`config.mk`:
```
export PLATFORM = sky130hd
export DESIGN_NAME = uml_modem_line_status_flow
export DESIGN_NICKNAME = d
export VERILOG_FILES = /design/src/uml_pkg.sv /design/src/uml_modem_line_status_flow.sv
export SDC_FILE = /design/constraint.sdc
export NUM_CORES = 1
export LEC_CHECK = 0
export BUFFER_PORTS_ARGS = -buffer_cell sky130_fd_sc_hd__buf_2
export CAP_MARGIN = 0
export CORE_MARGIN = 2
export CORE_UTILIZATION = 30
export DETAILED_ROUTE_END_ITERATION = 8
export HOLD_SLACK_MARGIN = 0.02
export RECOVER_POWER = 25
export SYNTH_ARGS = -nofsm -noshare
export SYNTH_HDL_FRONTEND = slang
export SYNTH_SLANG_ARGS = --single-unit
```
`constraint.sdc`:
```
create_clock -name core_clk -period 5.35 [get_ports core_clk]
set_input_delay 0.535 -clock core_clk [delete_from_list [all_inputs] [get_ports core_clk]]
set_output_delay 0.535 -clock core_clk [all_outputs]
set_load 0.02 [all_outputs]
```
`src/uml_pkg.sv`:
```
// Purpose: shared constants and types for the modem, line status and flow block
// Assumes: one 250 MHz clock, synchronous active-high reset
// Notes: register offsets are word indices on a 3-bit register port
package uml_pkg;
	// register offsets
	localparam logic [2:0] OFS_SCRATCH = 3'h0;
	localparam logic [2:0] OFS_MODEM_CTRL = 3'h1;
	localparam logic [2:0] OFS_LINE_STATUS = 3'h2;
	localparam logic [2:0] OFS_MODEM_STATUS = 3'h3;
	localparam logic [2:0] OFS_ENH_FEATURE = 3'h4;
	localparam logic [2:0] OFS_FIFO_CTRL = 3'h5;
	// modem control field positions
	localparam int MC_CLK_SEL = 7;
	localparam int MC_LOOP = 4;
	localparam int MC_OUT2 = 3;
	localparam int MC_OUT1 = 2;
	localparam int MC_RTS = 1;
	localparam int MC_DTR = 0;
	localparam logic [7:0] MC_WRITE_MASK = 8'h9f;
	// enhanced feature and fifo control field positions
	localparam int EF_AUTO_CTS = 7;
	localparam int EF_AUTO_RTS = 6;
	localparam int FC_ENABLE = 0;
	localparam int FC_TRIG_LSB = 6;
	localparam logic [7:0] FC_WRITE_MASK = 8'hc1;
	// reset values
	localparam logic [7:0] RST_REG = 8'h00;
	localparam logic [4:0] RST_PINS = 5'h1f;
	// receive fifo sizes and trigger table
	localparam logic [5:0] RX_DEPTH = 6'h20;
	localparam logic [5:0] RX_DEPTH_NOFIFO = 6'h01;
	localparam logic [5:0] TRIG_L0 = 6'h08;
	localparam logic [5:0] TRIG_L1 = 6'h10;
	localparam logic [5:0] TRIG_L2 = 6'h18;
	localparam logic [5:0] TRIG_L3 = 6'h1c;
	localparam logic [5:0] TRIG_LOW0 = 6'h04;
	// clock prescaler
	localparam int CLK_DIV = 4;
	localparam logic [1:0] DIV_LAST = 2'(CLK_DIV - 1);

	// modem inputs in active-high form, top bit first
	typedef struct packed {
		logic cd;
		logic ri;
		logic dsr;
		logic cts;
	} uml_modem_type;

	// per-character receive flags of the fifo top entry
	typedef struct packed {
		logic brk;
		logic frm;
		logic par;
	} uml_rx_flags_type;

	typedef enum logic [1:0] {
		BRK_IDLE = 2'b01,
		BRK_HELD = 2'b10
	} uml_brk_type;

	typedef struct packed {
		logic [7:0] scratch_reg;
		logic [7:0] modem_control_reg;
		logic [7:0] enhanced_feature_reg;
		logic [7:0] fifo_control_reg;
		logic [4:0] pin_s1;
		logic [4:0] pin_s2;
		uml_modem_type modem_prev;
		logic [3:0] delta;
		logic overrun;
		logic thre;
		uml_brk_type brk_state;
		logic [1:0] div_cnt;
		logic rts_hold;
		logic [7:0] rdata;
		logic rts_n;
		logic dtr_n;
		logic op2_n;
		logic int_oe;
		logic tx_pin;
		logic rx_serial;
		logic baud_tick;
		logic tx_stop;
		logic rx_push;
		logic rx_push_brk;
		logic int_thr;
		logic int_msr;
		logic int_rx_trig;
	} uml_state_type;
endpackage

```
`src/uml_modem_line_status_flow.sv`:
```
// Purpose: modem control, line status, modem status, scratch and hardware flow control
// Assumes: receiver, transmitter and fifo logic run on core_clk; pins are asynchronous
// Notes: all state lives in one struct, filled by one comb process and one flop process
`timescale 1ns/1ps
`default_nettype none

module uml_modem_line_status_flow (
	input wire logic core_clk,
	input wire logic reset,
	input wire logic [2:0] reg_addr,
	input wire logic [7:0] reg_wdata,
	input wire logic reg_wr,
	input wire logic reg_rd,
	output logic [7:0] reg_rdata,
	input wire logic cts_n_pin,
	input wire logic dsr_n_pin,
	input wire logic cd_n_pin,
	input wire logic ri_n_pin,
	input wire logic rx_pin,
	output logic rts_n_pin,
	output logic dtr_n_pin,
	output logic op2_n_pin,
	output logic tx_pin,
	output logic int_oe,
	input wire logic [3:0] interrupt_enable_reg,
	input wire logic tx_serial,
	output logic rx_serial,
	output logic baud_tick,
	input wire logic tx_hold_moved,
	input wire logic tx_fifo_emptied,
	input wire logic tx_host_load,
	input wire logic tx_shift_empty,
	output logic tx_stop,
	input wire logic [5:0] rx_fifo_level,
	input wire uml_pkg::uml_rx_flags_type rx_top_flags,
	input wire logic rx_fifo_any_err,
	input wire logic rx_char_done,
	input wire logic rx_break_frame,
	output logic rx_push,
	output logic rx_push_brk,
	output logic int_thr_req,
	output logic int_msr_req,
	output logic int_rx_trig_req
);
	import uml_pkg::*;

	// trigger level chosen by the two-bit code
	function automatic logic [5:0] trig_level(input logic [1:0] code);
		case (code)
			2'h0: trig_level = TRIG_L0;
			2'h1: trig_level = TRIG_L1;
			2'h2: trig_level = TRIG_L2;
			default: trig_level = TRIG_L3;
		endcase
	endfunction

	// level one step above the programmed trigger, where RTS is raised
	function automatic logic [5:0] trig_upper(input logic [1:0] code);
		case (code)
			2'h0: trig_upper = TRIG_L1;
			2'h1: trig_upper = TRIG_L2;
			2'h2: trig_upper = TRIG_L3;
			default: trig_upper = RX_DEPTH;
		endcase
	endfunction

	// level one step below the programmed trigger, where RTS drops again
	function automatic logic [5:0] trig_lower(input logic [1:0] code);
		case (code)
			2'h0: trig_lower = TRIG_LOW0;
			2'h1: trig_lower = TRIG_L0;
			2'h2: trig_lower = TRIG_L1;
			default: trig_lower = TRIG_L2;
		endcase
	endfunction

	uml_state_type cur;
	uml_state_type next_state;
	uml_modem_type pin_state;
	uml_modem_type loop_state;
	uml_modem_type modem_now;
	uml_rx_flags_type top_flags;
	logic loop_on;
	logic fifo_mode;
	logic [1:0] trig_code;
	logic rx_full;
	logic data_ready;
	logic [7:0] line_status;
	logic [7:0] modem_status;
	logic [3:0] delta_set;
	logic wr_mc;
	logic rd_ls;
	logic rd_ms;

	// next state of the whole block
	always_comb begin
		next_state = cur;
		loop_on = cur.modem_control_reg[MC_LOOP];
		fifo_mode = cur.fifo_control_reg[FC_ENABLE];
		trig_code = cur.fifo_control_reg[FC_TRIG_LSB +: 2];
		wr_mc = reg_wr && (reg_addr == OFS_MODEM_CTRL);
		rd_ls = reg_rd && (reg_addr == OFS_LINE_STATUS);
		rd_ms = reg_rd && (reg_addr == OFS_MODEM_STATUS);

		// two-flop synchronisers: rx, cd, ri, dsr, cts
		next_state.pin_s1 = {rx_pin, cd_n_pin, ri_n_pin, dsr_n_pin, cts_n_pin};
		next_state.pin_s2 = cur.pin_s1;

		// modem inputs as seen by status logic
		pin_state = uml_modem_type'(~cur.pin_s2[3:0]);
		loop_state.cd = cur.modem_control_reg[MC_OUT2];
		loop_state.ri = cur.modem_control_reg[MC_OUT1];
		loop_state.dsr = cur.modem_control_reg[MC_DTR];
		loop_state.cts = cur.modem_control_reg[MC_RTS];
		modem_now = loop_on ? loop_state : pin_state;
		next_state.modem_prev = modem_now;

		// change detection; ring only on pin low-to-high, i.e. active bit falling
		delta_set[3] = modem_now.cd ^ cur.modem_prev.cd;
		delta_set[2] = cur.modem_prev.ri && !modem_now.ri;
		delta_set[1] = modem_now.dsr ^ cur.modem_prev.dsr;
		delta_set[0] = modem_now.cts ^ cur.modem_prev.cts;
		// a read clears the change bits, a change in the same cycle wins
		next_state.delta = (rd_ms ? 4'h0 : cur.delta) | delta_set;
		modem_status = {modem_now, cur.delta};

		// receive fifo view
		rx_full = rx_fifo_level >= (fifo_mode ? RX_DEPTH : RX_DEPTH_NOFIFO);
		data_ready = rx_fifo_level != 6'h00;
		top_flags = data_ready ? rx_top_flags : uml_rx_flags_type'(3'h0);

		// break char pushed once per break unless the fifo is full, re-armed when the line idles high
		next_state.rx_push_brk = 1'b0;
		case (cur.brk_state)
			BRK_IDLE: begin
				if (rx_break_frame) begin
					next_state.rx_push_brk = !rx_full;
					next_state.brk_state = BRK_HELD;
				end
			end
			BRK_HELD: begin
				if (cur.pin_s2[4]) begin
					next_state.brk_state = BRK_IDLE;
				end
			end
			default: begin
				next_state.brk_state = BRK_IDLE;
			end
		endcase

		// normal char push, withheld when the fifo is full
		next_state.rx_push = rx_char_done && !rx_full;
		next_state.overrun = (rd_ls ? 1'b0 : cur.overrun) || (rx_char_done && rx_full);

		// holding-empty flag; a set in the cycle of a host load wins
		next_state.thre = (tx_host_load ? 1'b0 : cur.thre) || tx_hold_moved
			|| (fifo_mode && tx_fifo_emptied);

		line_status = {fifo_mode && rx_fifo_any_err,
			cur.thre && tx_shift_empty,
			cur.thre, top_flags.brk, top_flags.frm, top_flags.par,
			cur.overrun, data_ready};

		// register writes
		if (reg_wr) begin
			case (reg_addr)
				OFS_SCRATCH: next_state.scratch_reg = reg_wdata;
				OFS_MODEM_CTRL: next_state.modem_control_reg = reg_wdata & MC_WRITE_MASK;
				OFS_ENH_FEATURE: next_state.enhanced_feature_reg = reg_wdata;
				OFS_FIFO_CTRL: next_state.fifo_control_reg = reg_wdata & FC_WRITE_MASK;
				default: begin
				end
			endcase
		end

		// read data, valid the cycle after the strobe only
		next_state.rdata = 8'h00;
		if (reg_rd) begin
			case (reg_addr)
				OFS_SCRATCH: next_state.rdata = cur.scratch_reg;
				OFS_MODEM_CTRL: next_state.rdata = cur.modem_control_reg;
				OFS_LINE_STATUS: next_state.rdata = line_status;
				OFS_MODEM_STATUS: next_state.rdata = modem_status;
				OFS_ENH_FEATURE: next_state.rdata = cur.enhanced_feature_reg;
				OFS_FIFO_CTRL: next_state.rdata = cur.fifo_control_reg;
				default: next_state.rdata = 8'h00;
			endcase
		end

		// prescaler: tick every cycle, or every fourth cycle when selected
		if (!cur.modem_control_reg[MC_CLK_SEL] || cur.div_cnt == DIV_LAST) begin
			next_state.div_cnt = 2'h0;
		end else begin
			next_state.div_cnt = cur.div_cnt + 2'h1;
		end
		next_state.baud_tick = !cur.modem_control_reg[MC_CLK_SEL]
			|| cur.div_cnt == DIV_LAST;
		if (wr_mc) begin
			next_state.div_cnt = 2'h0; // restart the divider on a control write
		end

		// auto RTS hysteresis between the upper and lower levels
		if (!cur.enhanced_feature_reg[EF_AUTO_RTS]) begin
			next_state.rts_hold = 1'b0;
		end else if (rx_fifo_level >= trig_upper(trig_code)) begin
			next_state.rts_hold = 1'b1;
		end else if (rx_fifo_level < trig_lower(trig_code)) begin
			next_state.rts_hold = 1'b0;
		end
		next_state.int_rx_trig = fifo_mode
			&& rx_fifo_level >= trig_level(trig_code);

		// modem outputs; RTS and DTR parked inactive in loop-back, OUT2 and the output enable still follow the register
		next_state.rts_n = loop_on || !(cur.modem_control_reg[MC_RTS]
			&& !cur.rts_hold);
		next_state.dtr_n = loop_on || !cur.modem_control_reg[MC_DTR];
		next_state.op2_n = !cur.modem_control_reg[MC_OUT2];
		next_state.int_oe = cur.modem_control_reg[MC_OUT2];

		// serial path, looped internally in diagnostics mode
		next_state.tx_pin = loop_on || tx_serial;
		next_state.rx_serial = loop_on ? tx_serial : cur.pin_s2[4];

		// transmitter stall from CTS
		next_state.tx_stop = cur.enhanced_feature_reg[EF_AUTO_CTS] && !modem_now.cts;

		// interrupt requests, gated by the enable register
		next_state.int_thr = cur.thre && interrupt_enable_reg[1];
		next_state.int_msr = (cur.delta != 4'h0) && interrupt_enable_reg[3];
	end

	// state register
	always_ff @(posedge core_clk) begin
		if (reset) begin
			cur.scratch_reg <= RST_REG;
			cur.modem_control_reg <= RST_REG;
			cur.enhanced_feature_reg <= RST_REG;
			cur.fifo_control_reg <= RST_REG;
			cur.pin_s1 <= RST_PINS;
			cur.pin_s2 <= RST_PINS;
			cur.modem_prev <= uml_modem_type'(4'h0);
			cur.delta <= 4'h0;
			cur.overrun <= 1'b0;
			cur.thre <= 1'b1;
			cur.brk_state <= BRK_IDLE;
			cur.div_cnt <= 2'h0;
			cur.rts_hold <= 1'b0;
			cur.rdata <= 8'h00;
			cur.rts_n <= 1'b1;
			cur.dtr_n <= 1'b1;
			cur.op2_n <= 1'b1;
			cur.int_oe <= 1'b0;
			cur.tx_pin <= 1'b1;
			cur.rx_serial <= 1'b1;
			cur.baud_tick <= 1'b0;
			cur.tx_stop <= 1'b0;
			cur.rx_push <= 1'b0;
			cur.rx_push_brk <= 1'b0;
			cur.int_thr <= 1'b0;
			cur.int_msr <= 1'b0;
			cur.int_rx_trig <= 1'b0;
		end else begin
			cur <= next_state;
		end
	end

	// outputs straight from the state register
	assign reg_rdata = cur.rdata;
	assign rts_n_pin = cur.rts_n;
	assign dtr_n_pin = cur.dtr_n;
	assign op2_n_pin = cur.op2_n;
	assign tx_pin = cur.tx_pin;
	assign int_oe = cur.int_oe;
	assign rx_serial = cur.rx_serial;
	assign baud_tick = cur.baud_tick;
	assign tx_stop = cur.tx_stop;
	assign rx_push = cur.rx_push;
	assign rx_push_brk = cur.rx_push_brk;
	assign int_thr_req = cur.int_thr;
	assign int_msr_req = cur.int_msr;
	assign int_rx_trig_req = cur.int_rx_trig;
endmodule

`default_nettype wire

```
==> results.json <==
{
  "path_max_fanout": 54,
  "met2_length_um": 3150,
  "regArea_um2": 1420,
  "wl_met3_um": 378,
  "hold_viol_final": 0,
  "first_iter_violations": 131,
  "synth-seq-cells": 71,
  "ys_async_sr_fraction_pct": 0,
  "synth_top_area_share_pct": 45.5,
  "ys.flop_type": "dfxtp_1",
  "fin_crit_ns": 3.15,
  "top_layer": "met4",
  "core_um2": 10200,
  "via_per_inst": 4.66,
  "holdCritPathClass": "in2reg",
  "fin_cells": 520,
  "cts.clk_slew.worst_paths_ns": 0.07,
  "status": "complete, but fails checks",
  "start_util_pct": 30.5,
  "drtPass1Iterations": 4,
  "antenna_found_initial": 0,
  "die_w_um": 106,
  "powerDensity_nw_per_um2": 296,
  "grt_overflow": 0,
  "syn_inst": 333,
  "clk_path_buf_depth": 2,
  "drt-met1-wl_um": 3330,
  "grt.total_usage_pct": 13.0,
  "synthDistinctLibCells": 53,
  "critPathCaptureType": "register",
  "synth_seq_area_share_pct": 45.5,
  "synth_edf_count": 0,
  "ios": 62,
  "largest_reg_flops": 50,
  "wl_um": 7010,
  "drive_gt1_share_pct": 24.7,
  "avgSynthCellArea_um2": 9.39,
  "drcViolationCount": 0,
  "numPortBuffers": 59,
  "cts.sinks": 71,
  "multi_input_area_um2": 1490,
  "syn-num-nets": 390,
  "grt_max_degree": 55,
  "final_cell_area_um2": 3630,
  "final_util_pct": 35.5,
  "place_inst": 505,
  "fp.dieH_um": 106,
  "grt_pass1_vias": 2300,
  "syn2layout_area_growth_pct": 16.3,
  "slew_violations": 55,
  "cts_tree": "built",
  "synth_warnings": 0,
  "clockRootBuffer": "clkbuf_8",
  "dieArea_um2": 11300,
  "cts_max_level": 3,
  "tightest_slew_ns": 2.33,
  "layout_setup_ws_ns": 2.20,
  "worstPathRequired_ns": 5.59,
  "dpl.hpwl_um": 5070,
  "arrival_ns": 3.38,
  "place_area_um2": 3440,
  "path_class": "in2reg",
  "fp-row-count": 37,
  "fin_hold_ws_ns": 0.374,
  "syn-cell-area_um2": 3130,
  "synth_top_area_cell": "dfxtp_1",
  "num_vias": 2422,
  "n_antenna_cell": 0,
  "postRouteAntennaNets": 0,
  "clock.fmax_mhz": 318,
  "cts_resized": 0,
  "drv_cap": 1,
  "setup_viol": 0,
  "p_leak_nw": 1.50,
  "violations": "max-capacitance violations, max-slew violations",
  "largest-register": "cur",
  "clk-insertion-delay-late_ns": 0.34,
  "p_total_mw": 1.08,
  "finalNetCount": 437,
  "ir_drop_uv": 109,
  "postCtsSetupBuffers": 0,
  "start_kind": "input pin",
  "relSlewSlack_pct": -55.3,
  "yosys-top-cells-area": "dfxtp_1 45%, ha_1 6.4%, nand2_1 5.9%",
  "clock_skew_ns": 0.00452,
  "place.gp.congestion": 0.844,
  "cts_hold_buffers": 0,
  "num-fill-cells": 1052,
  "wl_per_cell_um": 13.5,
  "grt_pass1_wl_um": 11300,
  "rsz0062_at_grt": "no",
  "numCtsBuffers": 9,
  "fin_crit_sh_pct": 58.8,
  "dp_slack_ns": 3.31,
  "finalSetupTns_ns": 0
}
## placed cells by master, fill, tap and decap left out, types with 2 or more instances in the layout
cell type	synthesis	layout
nand3_1	4	4
o2bb2ai_1	3	3
a221oi_2	2	2
and3_1	5	5
and2b_1	2	2
buf_2	6	56
mux2i_1	18	18
nor2_1	22	22
clkbuf_8	0	11
nand2b_1	2	2
dfxtp_1	71	71
nand2_1	49	49
nand3b_1	3	3
ha_1	16	16
nor2b_1	3	3
clkbuf_1	6	5
a21oi_1	27	27
nor3_1	5	5
or2_2	10	10
or4_1	3	3
and2_1	6	6
a22oi_1	5	5
inv_1	17	17
nor3b_1	2	2
nor4_1	2	2
o21ai_0	5	5
xnor2_1	2	2
## Yosys cell counts (2+ instances only)
master	count
nand3b_1	3
or2_2	10
and2b_1	2
nor4_1	2
ha_1	16
o2bb2ai_1	3
mux2i_1	18
a21oi_1	27
nor2_1	22
or4_1	3
and2_1	6
dfxtp_1	71
nand2b_1	2
nand3_1	4
xnor2_1	2
nor3b_1	2
and3_1	5
inv_1	17
buf_2	6
nor2b_1	3
o21ai_0	5
a22oi_1	5
buf_4	9
buf_6	3
nand2_1	49
nor3_1	5
a221oi_2	2
clkbuf_1	6
## layout make-up
type | count | share of cell area [%]
multi-input cells | 221 | 40.9
flip-flops and latches | 71 | 39.1
repair buffers | 60 | 8.12
well taps | 136 | 4.68
clock buffers | 12 | 4.27
inverters | 17 | 1.76
clock inverters | 3 | 1.17
## per-layer routing
| metal | global-route usage, % | vias up |
|---|---|---|
| met4 | 5.64 | 0 |
| met1 | 16.3 | 1129 |
| met2 | 20.2 | 60 |
| met5 | 0 | - |
| met3 | 4.48 | 11 |
| li1 | - | 1222 |
## path summary, 6_finish.rpt
kind / startpoint / endpoint / slack [ns] / depth (start not counted)
worst min-delay path: rx_pin / cur[45] / 0.37 / 2
worst max-delay path: reset / cur[27] / 2.20 / 5
worst max register to register: cur[53] / cur[21] / 3.22 / 8
worst min register to register: cur[44] / cur[39] / 0.41 / 1
## critical path, stage by stage
cell	delay [ns]
buf_2	0.08
clkbuf_1	1.64
inv_1	0.56
and3_1	0.36
a31o_2	0.20
## kinds of logic (layout without fill, tap and decap cells)
logic type	count (synthesis)	in the layout	share of synthesized area, %
buf+inv	41	92	6.97
compound gates	56	56	12.5
flops	71	71	45.5
mux	21	21	7.33
xor+xnor	3	3	0.841
simple gates	125	125	20.5
fa+ha+maj	16	16	6.41
## report_power, final
| part | switching [mW] | internal (mW) | leakage (nW) |
|---|---|---|---|
| clock network | 0.187 | 0.238 | 0.0985 |
| logic | 0.0570 | 0.0412 | 0.819 |
| registers | 0.00879 | 0.545 | 0.579 |
| total | 0.252 | 0.824 | 1.50 |
No activity file was read; power rests on OpenSTA's default activity.
